## src/verilog/flash_read_cfg.svh

```systemverilog
`ifndef FLASH_READ_CFG_SVH
`define FLASH_READ_CFG_SVH

// address and data geometry
`define ADDR_W          20
`define PART_HI         19
`define PART_LO         18
`define PART_CNT        4
`define OFFS_HI         7
`define OFFS_LO         0

// read commands, the configuration pair and the write setups
`define CMD_READ_ARRAY  8'hff
`define CMD_READ_ID     8'h90
`define CMD_READ_QUERY  8'h98
`define CMD_READ_STATUS 8'h70
`define CMD_CFG_SETUP   8'h60
`define CMD_CFG_CONFIRM 8'h03
`define CMD_ERASE       8'h20
`define CMD_PROGRAM     8'h40
`define CMD_PROGRAM_ALT 8'h10
`define CMD_FAST_PROG   8'h30
`define CMD_PROT_PROG   8'hc0

// identifier space offsets
`define ID_MAKER        8'h00
`define ID_PART         8'h01
`define ID_LOCK         8'h02
`define ID_CONFIG       8'h05
`define ID_PROT_LOCK    8'h80
`define ID_PROT_LAST    8'h88
`define PROT_WORDS      9
`define PROT_IDX_W      4

// read configuration fields
`define CFG_RESET       16'h8000
`define CFG_ASYNC_BIT   15
`define CFG_LAT_HI      13
`define CFG_LAT_LO      11
`define CFG_LEN_HI      2
`define CFG_LEN_LO      0
`define LEN_CODE_4      3'h1
`define LEN_CODE_8      3'h2
`define LEN_CODE_16     3'h3
`define LEN_4           5'h04
`define LEN_8           5'h08
`define LEN_16          5'h10

// data values
`define INVALID_WORD    16'hffff
`define STATUS_PAD      8'h00
`define LOCK_PAD        14'h0000

// synchronised pin vector layout
`define PIN_W           41
`define PIN_CE          0
`define PIN_OE          1
`define PIN_WE          2
`define PIN_ALS         3
`define PIN_BCLK        4
`define PIN_ADDR_LO     5
`define PIN_ADDR_HI     24
`define PIN_DQ_LO       25
`define PIN_DQ_HI       40

`endif

```

## src/verilog/flash_read_pkg.sv

```systemverilog
`include "flash_read_cfg.svh"

package flash_read_pkg;

  // per-partition read state, gray along array-ident-query-status
  typedef enum logic [1:0] {
    PS_ARRAY  = 2'h0,
    PS_IDENT  = 2'h1,
    PS_QUERY  = 2'h3,
    PS_STATUS = 2'h2
  } part_state_t;

  // burst sequencer, gray along the usual path
  typedef enum logic [1:0] {
    BS_IDLE    = 2'h0,
    BS_LATCH   = 2'h1,
    BS_LATENCY = 2'h3,
    BS_STREAM  = 2'h2
  } burst_state_t;

  // whole state of the read controller
  typedef struct packed {
    logic [15:0]              cfg;
    part_state_t [3:0]        pstate;
    logic                     cfg_pend;
    burst_state_t             bst;
    logic [2:0]               lat_cnt;
    logic [4:0]               word_cnt;
    logic [`ADDR_W-1:0]       waddr;
    logic [15:0]              dq;
    logic                     dq_oe;
    logic                     wait_flag;
  } read_state_t;

endpackage

```

## src/verilog/pin_sampler.sv

```systemverilog
// two-flop synchroniser with edge pulses, one lane per bit
module pin_sampler #(
  parameter int W = 1
) (
  input  wire logic         clk,
  input  wire logic         rst,
  input  wire logic [W-1:0] pins,
  output logic      [W-1:0] level,
  output logic      [W-1:0] rise,
  output logic      [W-1:0] fall
);

  // first stage, second stage, previous second stage
  typedef struct packed {
    logic [W-1:0] s1;
    logic [W-1:0] s2;
    logic [W-1:0] s3;
  } sync_t;

  sync_t s_q;  // registered state
  sync_t s_d;  // next state

  // shift chain; s1 feeds only s2
  always_comb begin
    s_d.s1 = pins;
    s_d.s2 = s_q.s1;
    s_d.s3 = s_q.s2;
  end

  // plain registers, no reset needed on a pure delay line
  always_ff @(posedge clk) begin
    s_q <= s_d;
  end

  // edges compare stage two against its own history
  for (genvar i = 0; i < W; i++) begin : g_lane
    assign level[i] = s_q.s2[i];
    assign rise[i]  = s_q.s2[i] & ~s_q.s3[i];
    assign fall[i]  = ~s_q.s2[i] & s_q.s3[i];
  end

  // rst unused: the chain flushes itself within three cycles
  logic unused_rst;
  assign unused_rst = rst;

endmodule // pin_sampler

```

## src/verilog/prot_store.sv

```systemverilog
`include "flash_read_cfg.svh"

// protection lock word and protection register words
module prot_store (
  input  wire logic                   clk,
  input  wire logic                   rst,
  input  wire logic                   wr_en,
  input  wire logic [`PROT_IDX_W-1:0] wr_idx,
  input  wire logic [15:0]            wr_data,
  input  wire logic [`PROT_IDX_W-1:0] rd_idx,
  output logic      [15:0]            rd_data
);

  // entry 0 is the lock word, 1..8 the register words
  typedef struct packed {
    logic [`PROT_WORDS-1:0][15:0] mem;
    logic [15:0]                  rdata;
  } store_t;

  store_t s_q;  // registered state
  store_t s_d;  // next state

  // write port and registered read
  always_comb begin
    s_d = s_q;
    if (wr_en && (wr_idx < `PROT_IDX_W'(`PROT_WORDS))) begin
      s_d.mem[wr_idx] = wr_data;
    end
    // out of range index reads as zero
    s_d.rdata = (rd_idx < `PROT_IDX_W'(`PROT_WORDS)) ? s_q.mem[rd_idx] : 16'h0000;
    // contents survive reset, only the output clears
    if (rst) begin
      s_d.rdata = 16'h0000;
    end
  end

  always_ff @(posedge clk) begin
    s_q <= s_d;
  end

  assign rd_data = s_q.rdata;

endmodule // prot_store

```

## src/verilog/flash_sync_read_mode_control.sv

```systemverilog
// Operation
// - burst only after configuration register selects it
// - burst of four, eight, sixteen or continuous
// - bursts serve array and non-array reads
// - address captured when latch strobe deasserts
// - strobe held low: capture at clock edge
// - first word after configured latency count
// - later words on successive valid clock edges
// - non-array burst repeats the same word
// - wait flags invalid data on clock edges
// - command FFh sets partition to array read
// - reset puts all partitions in async array
// - busy partition gives invalid array data until done
// - array command after suspend gives array read
// - command 90h selects identifier space for partition
// - identifier read allowed while partition busy
// - offsets 00,01,05 give maker, part, config
// - offset 02h gives lock and lock-down flags
// - offsets 80h..88h give protection lock and data
// - query state returns database word by offset
// - query read allowed while partition busy
// - each partition keeps its own read state
// - status on low byte, upper byte zero
`include "flash_read_cfg.svh"

module flash_sync_read_mode_control #(
  parameter logic [15:0] MAKER_CODE = 16'h00a5,  // arbitrary value
  parameter logic [15:0] PART_CODE  = 16'h5a01   // arbitrary value
) (
  input  wire logic                      REF_CLK,
  input  wire logic                      RST,
  input  wire logic                      BUS_CLK,
  input  wire logic                      CE_N,
  input  wire logic                      OE_N,
  input  wire logic                      WE_N,
  input  wire logic                      ADDRESS_LATCH_STROBE_N,
  input  wire logic [`ADDR_W-1:0]        ADDR,
  input  wire logic [15:0]               DQ_I,
  output logic      [15:0]               DQ_O,
  output logic                           DQ_OE,
  output logic                           WAIT_O,
  output logic      [`ADDR_W-1:0]        ARRAY_ADDR,
  input  wire logic [15:0]               ARRAY_DATA,
  input  wire logic [15:0]               QUERY_DATA,
  input  wire logic [7:0]                STATUS_DATA,
  input  wire logic [1:0]                BLOCK_LOCK,
  input  wire logic [`PART_CNT-1:0]      PART_BUSY,
  input  wire logic                      PROT_WR_EN,
  input  wire logic [`PROT_IDX_W-1:0]    PROT_WR_IDX,
  input  wire logic [15:0]               PROT_WR_DATA
);
  import flash_read_pkg::*;

  flash_read_pkg::read_state_t s_q;  // registered state
  flash_read_pkg::read_state_t s_d;  // next state
  // synchronised pins and their edges
  logic [`PIN_W-1:0] pin_lvl;
  logic [`PIN_W-1:0] pin_rise;
  logic [`PIN_W-1:0] pin_fall;

  // every pin, the bus clock included, passes two flops
  pin_sampler #(
    .W (`PIN_W)
  ) u_sampler (
    .clk   (REF_CLK),
    .rst   (RST),
    .pins  ({DQ_I, ADDR, BUS_CLK, ADDRESS_LATCH_STROBE_N, WE_N, OE_N, CE_N}),
    .level (pin_lvl),
    .rise  (pin_rise),
    .fall  (pin_fall)
  );

  // convenient views of the sampled pins
  logic                 ce_n_s;    // chip enable, low active
  logic                 oe_n_s;    // output enable, low active
  logic                 we_rise;   // end of a command write
  logic                 als_n_s;   // latch strobe level
  logic                 als_rise;  // latch strobe deasserted
  logic                 bclk_rise; // valid bus clock edge
  logic [`ADDR_W-1:0]   addr_s;    // sampled address
  logic [15:0]          dq_s;      // sampled write data
  assign ce_n_s    = pin_lvl[`PIN_CE];
  assign oe_n_s    = pin_lvl[`PIN_OE];
  assign we_rise   = pin_rise[`PIN_WE];
  assign als_n_s   = pin_lvl[`PIN_ALS];
  assign als_rise  = pin_rise[`PIN_ALS];
  assign bclk_rise = pin_rise[`PIN_BCLK];
  assign addr_s    = pin_lvl[`PIN_ADDR_HI:`PIN_ADDR_LO];
  assign dq_s      = pin_lvl[`PIN_DQ_HI:`PIN_DQ_LO];

  // partition and state of the word being read
  logic [1:0]   rd_part;   // partition of current word
  part_state_t  rd_state;  // its read state
  logic         rd_busy;   // engine busy in that partition
  logic [7:0]   rd_offs;   // offset within base
  logic [15:0]  prot_word; // protection store output
  logic [`PROT_IDX_W-1:0] prot_idx;
  assign rd_part  = s_q.waddr[`PART_HI:`PART_LO];
  assign rd_state = s_q.pstate[rd_part];
  assign rd_busy  = PART_BUSY[rd_part];
  assign rd_offs  = s_q.waddr[`OFFS_HI:`OFFS_LO];
  assign prot_idx = `PROT_IDX_W'(rd_offs - `ID_PROT_LOCK);

  // protection lock word and register, read one cycle after address
  prot_store u_prot (
    .clk     (REF_CLK),
    .rst     (RST),
    .wr_en   (PROT_WR_EN),
    .wr_idx  (PROT_WR_IDX),
    .wr_data (PROT_WR_DATA),
    .rd_idx  (prot_idx),
    .rd_data (prot_word)
  );

  // word source chosen by the addressed partition's state
  logic [15:0] rd_word;   // word to present
  logic        rd_valid;  // false while array is busy

  always_comb begin
    rd_word  = `INVALID_WORD;
    rd_valid = 1'b1;
    unique case (rd_state)
      PS_ARRAY: begin
        rd_word  = rd_busy ? `INVALID_WORD : ARRAY_DATA;
        rd_valid = ~rd_busy;
      end
      PS_IDENT: begin
        if (rd_offs == `ID_MAKER) begin
          rd_word = MAKER_CODE;
        end else if (rd_offs == `ID_PART) begin
          rd_word = PART_CODE;
        end else if (rd_offs == `ID_CONFIG) begin
          rd_word = s_q.cfg;
        end else if (rd_offs == `ID_LOCK) begin
          // lock flags, bits 0 and 1
          rd_word = {`LOCK_PAD, BLOCK_LOCK};
        end else if (rd_offs >= `ID_PROT_LOCK && rd_offs <= `ID_PROT_LAST) begin
          rd_word = prot_word;
        end else begin
          // unlisted identifier offsets read zero
          rd_word = 16'h0000;
        end
      end
      PS_QUERY: begin
        rd_word = QUERY_DATA;
      end
      PS_STATUS: begin
        rd_word = {`STATUS_PAD, STATUS_DATA};
      end
    endcase
  end

  // burst length decode; other codes mean continuous
  logic       len_cont;  // continuous burst
  logic [4:0] len_words; // words per burst otherwise
  logic [2:0] len_code;
  assign len_code = s_q.cfg[`CFG_LEN_HI:`CFG_LEN_LO];
  always_comb begin
    len_cont  = 1'b0;
    len_words = `LEN_4;
    if (len_code == `LEN_CODE_4) begin
      len_words = `LEN_4;
    end else if (len_code == `LEN_CODE_8) begin
      len_words = `LEN_8;
    end else if (len_code == `LEN_CODE_16) begin
      len_words = `LEN_16;
    end else begin
      len_cont  = 1'b1;
    end
  end

  // burst can continue while length not met
  logic more_words;
  assign more_words = len_cont | (s_q.word_cnt < len_words);

  // command decoder and read sequencer
  always_comb begin
    s_d = s_q;
    // command writes, taken at end of write with chip selected
    if (we_rise && !ce_n_s) begin
      if (s_q.cfg_pend) begin
        s_d.cfg_pend = 1'b0;
        if (dq_s[7:0] == `CMD_CFG_CONFIRM) begin
          s_d.cfg = addr_s[15:0];
        end
      end else begin
        unique case (dq_s[7:0])
          `CMD_READ_ARRAY: begin
            s_d.pstate[addr_s[`PART_HI:`PART_LO]] = PS_ARRAY;
          end
          `CMD_READ_ID: begin
            s_d.pstate[addr_s[`PART_HI:`PART_LO]] = PS_IDENT;
          end
          `CMD_READ_QUERY: begin
            s_d.pstate[addr_s[`PART_HI:`PART_LO]] = PS_QUERY;
          end
          `CMD_READ_STATUS: begin
            s_d.pstate[addr_s[`PART_HI:`PART_LO]] = PS_STATUS;
          end
          // setup may be configuration or lock; both show status
          `CMD_CFG_SETUP: begin
            s_d.cfg_pend = 1'b1;
            s_d.pstate[addr_s[`PART_HI:`PART_LO]] = PS_STATUS;
          end
          // write setups switch only the addressed partition
          `CMD_ERASE, `CMD_PROGRAM, `CMD_PROGRAM_ALT, `CMD_FAST_PROG, `CMD_PROT_PROG: begin
            s_d.pstate[addr_s[`PART_HI:`PART_LO]] = PS_STATUS;
          end
          // suspend, resume, clear leave read states alone
          default: begin
            s_d.cfg_pend = s_q.cfg_pend;
          end
        endcase
      end
    end
    if (ce_n_s || oe_n_s) begin
      s_d.dq_oe     = 1'b0;
      s_d.bst       = BS_IDLE;
      s_d.wait_flag = 1'b1;
    end else if (s_q.cfg[`CFG_ASYNC_BIT]) begin
      // asynchronous reads follow the address, wait stays asserted
      s_d.dq_oe     = 1'b1;
      s_d.waddr     = addr_s;
      s_d.dq        = rd_word;
      s_d.wait_flag = 1'b1;
      s_d.bst       = BS_IDLE;
    end else begin
      // same sequencer for every read state
      s_d.dq_oe = 1'b1;
      unique case (s_q.bst)
        BS_IDLE: begin
          s_d.wait_flag = 1'b1;
          if (!als_n_s) begin
            s_d.bst = BS_LATCH;
          end
        end
        BS_LATCH: begin
          s_d.wait_flag = 1'b1;
          if (als_rise || (bclk_rise && !als_n_s)) begin
            s_d.waddr   = addr_s;
            s_d.lat_cnt = s_q.cfg[`CFG_LAT_HI:`CFG_LAT_LO];
            s_d.bst     = BS_LATENCY;
          end
        end
        BS_LATENCY: begin
          s_d.wait_flag = 1'b1;
          if (bclk_rise) begin
            if (s_q.lat_cnt == 3'h0) begin
              s_d.dq        = rd_word;
              // wait low only for valid data
              s_d.wait_flag = ~rd_valid;
              s_d.word_cnt  = 5'h01;
              s_d.bst       = BS_STREAM;
              if (rd_state == PS_ARRAY && rd_valid) begin
                s_d.waddr = s_q.waddr + `ADDR_W'(1);
              end
            end else begin
              s_d.lat_cnt = s_q.lat_cnt - 3'h1;
            end
          end
        end
        BS_STREAM: begin
          if (als_rise || (bclk_rise && !als_n_s && s_q.wait_flag && !more_words)) begin
            // a new address starts a fresh burst
            s_d.waddr     = addr_s;
            s_d.lat_cnt   = s_q.cfg[`CFG_LAT_HI:`CFG_LAT_LO];
            s_d.wait_flag = 1'b1;
            s_d.bst       = BS_LATENCY;
          end else if (bclk_rise) begin
            if (more_words) begin
              s_d.dq        = rd_word;
              s_d.wait_flag = ~rd_valid;
              // continuous bursts leave the word count unchanged
              if (!len_cont) begin
                s_d.word_cnt = s_q.word_cnt + 5'h01;
              end
              if (rd_state == PS_ARRAY && rd_valid) begin
                s_d.waddr = s_q.waddr + `ADDR_W'(1);
              end
            end else begin
              // burst length met: data no longer valid
              s_d.wait_flag = 1'b1;
            end
          end
        end
      endcase
    end
    if (RST) begin
      s_d.cfg       = `CFG_RESET;
      s_d.pstate    = {`PART_CNT{PS_ARRAY}};
      s_d.cfg_pend  = 1'b0;
      s_d.bst       = BS_IDLE;
      s_d.lat_cnt   = 3'h0;
      s_d.word_cnt  = 5'h00;
      s_d.waddr     = '0;
      s_d.dq        = 16'h0000;
      s_d.dq_oe     = 1'b0;
      s_d.wait_flag = 1'b1;
    end
  end

  // single state register
  always_ff @(posedge REF_CLK) begin
    s_q <= s_d;
  end

  // outputs straight from the state register
  assign DQ_O       = s_q.dq;
  assign DQ_OE      = s_q.dq_oe;
  assign WAIT_O     = s_q.wait_flag;
  assign ARRAY_ADDR = s_q.waddr;

endmodule // flash_sync_read_mode_control

```

## config.mk

```make
export PLATFORM = sky130hd
export DESIGN_NAME = flash_sync_read_mode_control
export DESIGN_NICKNAME = d
export VERILOG_FILES = /design/src/verilog/flash_read_pkg.sv /design/src/verilog/pin_sampler.sv /design/src/verilog/prot_store.sv /design/src/verilog/flash_sync_read_mode_control.sv
export VERILOG_INCLUDE_DIRS = /design/src /design/src/verilog
export SDC_FILE = /design/constraint.sdc
export NUM_CORES = 1
export LEC_CHECK = 0
export BUFFER_PORTS_ARGS = -buffer_cell sky130_fd_sc_hd__buf_2
export CAP_MARGIN = 0
export CELL_PAD_IN_SITES_DETAIL_PLACEMENT = 0
export CELL_PAD_IN_SITES_GLOBAL_PLACEMENT = 1
export CORE_ASPECT_RATIO = 0.6
export CORE_UTILIZATION = 30
export DETAILED_ROUTE_END_ITERATION = 12
export GPL_ROUTABILITY_DRIVEN = 0
export PLACE_DENSITY = 0.54
export SETUP_SLACK_MARGIN = 0.3
export SLEW_MARGIN = 0
export SYNTH_ARGS = -nofsm -noshare
export SYNTH_HDL_FRONTEND = slang
export SYNTH_HIERARCHICAL = 1
export SYNTH_SLANG_ARGS = --single-unit
export TNS_END_PERCENT = 5
```

## constraint.sdc

```tcl
create_clock -name REF_CLK -period 3.9 [get_ports REF_CLK]
set_input_delay 0.585 -clock REF_CLK [delete_from_list [all_inputs] [get_ports REF_CLK]]
set_output_delay 0.585 -clock REF_CLK [all_outputs]
set_load 0.01 [all_outputs]
```

[Word level (Yosys, flattened, before mapping)]
Index checks and enable logic that the tools add are counted.
Storage, ports and cells
  flip-flop bits (word level): 304
  memories kept: 0
  RAM bits: 0
  bits in latches: 0
  bits in read-only memories: 0
Operators by class
  magnitude comparators: 11
  reductions and logical operators: 36
  shift operators: 0
  $add $sub $neg: 4
  eq/ne operators: 42
  multiply operators: 0
  bitwise logic cells: 22
  mux-type cells: 55
  divide/modulo/power cells: 0
Operator list (count)
  $bwmux W144: 1
  $mux W16: 9
  $mux W41: 3
  $bmux W16 S4: 1
  $demux W16 S4: 1
  $pmux W16 S4: 1
  $mux W20: 3
  $pmux W20 S3: 1
  $mux W46: 1
  $mux W38: 1
  $mux W5: 7
  $eq A8 B8 Y1 const B: 4
  $pmux W16 S2: 1
  $pmux W8 S4: 1
  $eq A8 B7 Y1 const B: 3
  $ne A3 B3 Y1 const B: 7
  $reduce_and A7 Y1: 3
  $add A20 B1 Y20 const B: 1
  $ne A2 B2 Y1 const B: 10
  $eq A8 B2 Y1 const B: 2
  $eq A8 B6 Y1 const B: 2
  $mux W1: 12
  $lt A4 B5 Y1 const B: 2
  $pmux W5 S2: 1
  other kinds (50): 92

[Longest topological paths before layout]
Gate-level depths: netlist (run 1).
  depth after elaboration: 13
  gate-level depth with buffers: 10
  mapped depth without buffers: 9

[Modules after synthesis]
Netlist (run 1), hierarchy kept.
Modules (own cells, without submodules)
  prot_store: times used 1, sequential area each 4644.5 sq um, area an instance 6119.6 sq um, cells each 330
  flash_sync_read_mode_control: times used 1, sequential area each 1461.4 sq um, area an instance 4774.6 sq um, cells each 606
  pin_sampler: times used 1, sequential area each 2462.4 sq um, area an instance 3488.3 sq um, cells each 246

[Least setup slack after synthesis (run 1)]
Ideal clock, no wire load.
  path type: register to register
  from: register s_q (netlist bit len_code[1])
  to: register s_q[45] (netlist name)
  library setup time: 0.117 ns
  data arrival time: 2.614 ns
  slack: 1.168 ns
  clock period less this slack: 2.732 ns
  stages on the path, launching flop included: 10
  required time: 3.783 ns
  cell sequence: dfxtp_1 > nor2b_1 > nand2_1 > ha_1 > o21a_1 > o31a_1 > o2111ai_1 > a2111oi_1 > o21ai_0 > a32o_1
RTL lines
  from (decl): line flash_sync_read_mode_control.sv:54  | flash_read_pkg::read_state_t s_q;
  from (signal assigned): line flash_sync_read_mode_control.sv:304  | s_q <= s_d;

[Worst setup path in the final report (run 1)]
  from: register s_q (netlist bit ARRAY_ADDR[18])
  to: register s_q (netlist bit ARRAY_ADDR[11])
Between the ends
  cells in the longest elaborated chain, start to end: 11
  elaborated cells between the ends (all ways): 16
  classes of those cells: mux (13); bitwise (1); reduce/logical (2)
RTL lines
  $bmux W2 S2 / $bmux W1 S2 (equally long branches): line flash_sync_read_mode_control.sv:99, flash_sync_read_mode_control.sv:100
  $mux W2 (implied by the code) / $mux W1 (equally long branches): line flash_sync_read_mode_control.sv:99, flash_sync_read_mode_control.sv:100
  $logic_not A2 Y1 / $not A1 Y1 (equally long branches)
  $mux W1: line flash_sync_read_mode_control.sv:122  | unique case (rd_state)
  $logic_and A1 B1 Y1 (*): line flash_sync_read_mode_control.sv:254, flash_sync_read_mode_control.sv:277
  $mux W20 (*)
  $mux W41 (2 in a row)
  $mux W20
  $pmux W20 S3 (*)
  $mux W38 (*)
Every way passes the cells marked *; elsewhere a longest branch is shown, timed or not. The select of a mux whose other input is x is not followed.
A chain may end at the register's enable or synchronous reset.

==> results of run 1 <==
[through the flow]
stage               utilization  total power (uW)
floorplan                     -              3830
global placement          0.326              3970
detailed placement        0.326              3980
CTS                       0.351              6950
global route              0.351              7100
finish                    0.351              6860
[cell usage in the layout (no fill, tap or decap), drive strengths merged, types with 9 or more instances in the layout]
cell type	count
edfxtp	144
a22oi	16
o21ai	40
a22o	12
nor2	41
dfxtp	158
nor3	18
inv	47
mux2i	48
ha	9
a221oi	34
nand2b	14
mux4	18
buf	171
nand2	85
o22ai	9
nand3	26
nor4	12
o32ai	24
a21oi	44
clkbuf	40
[power groups by stage]
| stage | combinational (uW) | sequential (uW) | clock, uW |
|---|---|---|---|
| floorplan | 312 | 3520 | 0 |
| global placement | 403 | 3570 | 0 |
| detailed placement | 406 | 3570 | 0 |
| CTS | 407 | 3500 | 3050 |
| global route | 443 | 3510 | 3140 |
| finish | 404 | 3500 | 2950 |
[per-layer routing]
layer	vias to the layer above	wire, microns	global-route usage
met1	4080	18800	0.265
met2	241	13500	0.215
met5	-	8	0
met3	48	2410	0.0388
met4	2	791	0.0389
li1	3962	-	-
[final cells by class]
| type | count | area [sq um] | area share |
|---|---|---|---|
| Clock buffer | 40 | 850 | 0.0593 |
| Sequential cell | 302 | 7490 | 0.523 |
| Multi-Input combinational cell | 557 | 4020 | 0.280 |
| Timing Repair Buffer | 171 | 936 | 0.0653 |
| Tap cell | 560 | 701 | 0.0489 |
| Clock inverter | 14 | 164 | 0.0114 |
| Inverter | 45 | 169 | 0.0118 |
[path summary, 6_finish.rpt]
check / to / slack (ns) / cells past startpoint
setup / recovery: ARRAY_ADDR[11] / 0.56 / 6
hold / removal: u_sampler/s_d[47] / 0.10 / 1
setup reg to reg: ARRAY_ADDR[11] / 0.56 / 6
hold reg to reg: u_sampler/level[8] / 0.32 / 0
[sequential cells by signal, summed over array words and instances (netlist names)]
signal           count
u_prot/rd_data      16
DQ_OE                1
len_code             3
s_q                 32
ARRAY_ADDR          20
u_prot/s_q         144
u_sampler/s_d       33
u_sampler/s_q        3
u_sampler/level     33
WAIT_O               1
DQ_O                16
[worst max-delay path, cell delays in order (launching register included)]
cell      delay (ns)
dfxtp_1         0.62
mux4_2          0.74
or3_1           0.58
or3_1           0.50
o311ai_0        0.35
o21ai_0         0.18
a221oi_1        0.26
==> flow_metrics.tcl, run 1 <==
set metrics [dict create \
    status "finished, final reports clean" \
    ctsLongestPathBuffers 3 \
    dieArea_sq_um 42600 \
    grt_pass1_wl_microns 52700 \
    synth_cells 1039 \
    postSynthAreaPerCell_sq_um 12.1 \
    maxCapViolCount 0 \
    setup_viol 0 \
    timing.fmax_mhz 300 \
    diodes 0 \
    fillers 4071 \
    synth_nets 1158 \
    finalCriticalPeriod_ns 3.34 \
    grt_use_total 0.164 \
    wirelength_microns 35500 \
    ctsHoldBuffers 0 \
    critical_path_class "reg -> reg" \
    cp-end-kind "register" \
    min-delay-start "ADDR[1]" \
    switching_share 0.224 \
    antenna_found_initial 1 \
    powerDensity_nw_per_um2 478 \
    drc 0 \
    grt_max_degree 33 \
    initial_core_util 0.307 \
    htree_levels 1 \
    dp_slack_ns 0.600 \
    required_ns 4.38 \
    timing.final.crit_share 0.855 \
    insertion_delay_ns 0.58 \
    cp-start-kind "register" \
    design_area_sq_um 14300 \
    p_seq_frac 0.511 \
    drive_above_1_share 0.232 \
    postCtsSetupRepairBufs 0 \
    dpl.hpwl_microns 25200 \
    place_area_sq_um 13300 \
    leakagePower_uw 0.00502 \
    finalWorstSetupSlack_ns 0.564 \
    vias 8333 \
    area_growth_pct 14.3 \
    hold_violations 0 \
    rsz0062_at_grt "no" \
    p_clk_frac 0.430 \
    crit_fanout 14 \
    path_clk_slew_ns 0.07 \
    ctsResizeCount 0 \
    worst_slew_pin_slew_ns 1.08 \
    cts_tree "built" \
    cts_sinks 302 \
    worst_ep_arrival_time_ns 3.81 \
    drtIter0Drc 738 \
    firstDrtPassIters 5 \
    core_area_sq_um 40800 \
    grt_overflow 0 \
    drv_slew 0 \
    port_buffers 139 \
    final_cells 1689 \
    startpoint "ARRAY_ADDR[18]" \
    grt_pass1_vias 8122 \
    whs_ns 0.104 \
    ys.warnings.count 6 \
    post_drt_wl_per_cell_microns 21.0 \
    cts_root_buf "clkbuf_16" \
    r2r_start "ARRAY_ADDR[18]" \
    p_switching_uw 1530 \
    power.internal_uw 5320 \
    fp.dieW_microns 266 \
    tns_ns 0 \
    rows 57 \
    p_comb_frac 0.059 \
    vdd_drop_max_v 0.000343 \
    via_per_inst 4.93 \
    nets 1225 \
    num_io_pins 148 \
    syn_area_sq_um 12500 \
    maxSlewHeadroom 0.280 \
    die_h_microns 160 \
    final.setup_skew_ns 0.0261 \
    cts_made_buffers 29 \
    dp.cells 1635 \
    hold_path_class "in -> reg" \
    drtAntennaViolNets 0 \
]
(Power assumes the default switching activity.)
==> run 2, diff against run 1 <==
GPL_ROUTABILITY_DRIVEN = default   (was 0)
clock period = 3.8 ns   (was 3.9 ns; I/O delays follow)
==> run 2 against run 1 <==
  * Critical endpoint is now ARRAY_ADDR[16]
  * Hold slack worse by 0.014 ns
  * Count of clock-buffer cells in the layout increased by 6
  * Die area unchanged
  * Critical path type unchanged
  * Core utilization rose by 0.077 points
  * Via count decreased by 0.14%
  * First-iteration DRC count is 1.4% lower
  * Setup slack better by 0.0079 ns
  * Flip-flop and latch count unchanged
  * Clock skew down 0.0094 ns
  * Sequential share of layout area down 0.11 points
  * Largest cell class unchanged
  * Non-clock buffer count rose by 3
==> flow_metrics.tcl, run 2 (synthesis gave the netlist of run 1 again) <==
set metrics [dict create \
    top_register "u_prot/s_q" \
    leakagePower_uw 0.00503 \
    port_buffers 139 \
    insertion_delay_ns 0.57 \
    min-delay-start "ADDR[13]" \
    cts_root_buf "clkbuf_16" \
    die_h_microns 160 \
    vdd_drop_max_v 0.000306 \
    grt_use_total 0.164 \
    hold_path_class "in -> reg" \
    ctsHoldBuffers 0 \
    crit_slowest_cell "mux4_2" \
    maxSlewHeadroom 0.294 \
    postCtsSetupRepairBufs 0 \
    path_clk_slew_ns 0.07 \
    cts_tree "built" \
    p_total_uw 7090 \
    via_per_inst 4.91 \
    setup_viol 0 \
    cts_made_buffers 30 \
    worst_ep_arrival_time_ns 3.71 \
    min_path_cells 1 \
    timing.fmax_mhz 310 \
    grt_pass1_vias 7907 \
    drtAntennaViolNets 0 \
    multi_input_area_sq_um 4010 \
    ctsResizeCount 0 \
    place_area_sq_um 13300 \
    drc 0 \
    largest_register_ffs 144 \
    routabilityCongestion 0.829 \
    cp_cell_sequence "mux4_2, or3_1, or4_1, nor3_2, o22ai_1, a221oi_2" \
    initial_core_util 0.307 \
    grt_overflow 0 \
    dpl.hpwl_microns 24800 \
    drive_above_1_share 0.228 \
    dieArea_sq_um 42600 \
    cts_sinks 302 \
    grt_max_degree 34 \
    crit_fanout 9 \
    required_ns 4.28 \
    cp-start-kind "register" \
    max_stage_delay_ns 0.72 \
    rrSetupSlack_ns 0.57 \
    maxCapViolCount 0 \
    worst_slew_pin_slew_ns 1.06 \
    post_drt_wl_per_cell_microns 20.7 \
    drv_slew 0 \
    layout_common_cells "157 x dfxtp_1, 144 x edfxtp_1, 139 x buf_2" \
    cp.depth 6 \
    critPathTopFamily "simple AND/OR/NAND/NOR gates" \
    area_growth_pct 14.6 \
    finalCriticalPeriod_ns 3.23 \
    final_common_cell "dfxtp_1" \
    final.setup_skew_ns 0.0167 \
    tns_ns 0 \
    htree_levels 1 \
    reg2regPathDepth 6 \
    powerDensity_nw_per_um2 493 \
    fp.dieW_microns 266 \
    nets 1229 \
    critical_path_class "reg -> reg" \
    final_cells 1696 \
    core_area_sq_um 40800 \
    drtIter0Drc 728 \
    rows 57 \
    path_buf_inv 0 \
    ctsLongestPathBuffers 3 \
    status "finished, final reports clean" \
    rsz0062_at_grt "no" \
    cp-end-kind "register" \
    wirelength_microns 35200 \
    grt_pass1_wl_microns 52700 \
    vias 8321 \
    fillers 4088 \
    design_area_sq_um 14400 \
    firstDrtPassIters 7 \
    timing.final.crit_share 0.849 \
    ff_latch_area_sq_um 7490 \
    hold_violations 0 \
    num_io_pins 148 \
    r2r_end "ARRAY_ADDR[16]" \
    antenna_found_initial 1 \
    r2r_start "ARRAY_ADDR[18]" \
    dp.cells 1638 \
    min_to "u_sampler/s_d[59]" \
]
## run 2: changes by cell type in the layout (fill, tap and decap cells not counted), sizes merged
cell      before  now
clkbuf        40   46
diode          0    2
buf          171  174
clkinv         8    5
inv           47   44
clkinvlp       1    3
## run 2: worst max path at each step
stage / to / start / slack, ns
2_1_floorplan: s_q[45] / len_code[1] / 1.07
5_1_grt: ARRAY_ADDR[11] / ARRAY_ADDR[18] / 0.40
3_3_place_gp: ARRAY_ADDR[16] / ARRAY_ADDR[18] / 0.62
4_1_cts: ARRAY_ADDR[16] / ARRAY_ADDR[18] / 0.53
3_5_place_dp: ARRAY_ADDR[16] / ARRAY_ADDR[18] / 0.55
6_report: ARRAY_ADDR[16] / ARRAY_ADDR[18] / 0.57
## run 2: power by group
part	total (uW)	internal (uW)	switching (uW)	leakage [uW]
logic	414	173	241	0.00192
clock network	3080	1820	1260	0.000494
registers	3590	3520	76.7	0.00261
## run 2: metal layers
layer	wire length (microns)	global-route usage	up-vias
met5	0	0	-
met2	13400	0.212	241
met4	698	0.0374	0
met3	2330	0.0314	40
li1	-	-	3967
met1	18700	0.271	4073
## run 2: area by class of cell
class | instances | share of cell area
clock buffers | 46 | 0.0623
multi-input cells | 557 | 0.279
repair buffers | 174 | 0.0667
clock inverters | 10 | 0.00950
well taps | 560 | 0.0488
flip-flops and latches | 302 | 0.522
inverters | 45 | 0.0118
diodes | 2 | 0.000349
## run 2: per-stage QoR
stage / setup WS, ns / hold slack [ns] / util
after detailed placement: 0.553 / 0.312 / 0.327
after CTS: 0.532 / 0.0679 / 0.352
after global placement: 0.616 / 0.311 / 0.327
final: 0.572 / 0.0905 / 0.352
after floorplan: 1.07 / 0.310 / -
after global routing: 0.405 / 0.0700 / 0.352
## run 2: worst reg2reg max path, cell delays in order (launching register included)
cell      delay, ns
dfxtp_1        0.61
mux4_2         0.72
or3_1          0.55
or4_1          0.72
nor3_2         0.15
o22ai_1        0.11
a221oi_2       0.27
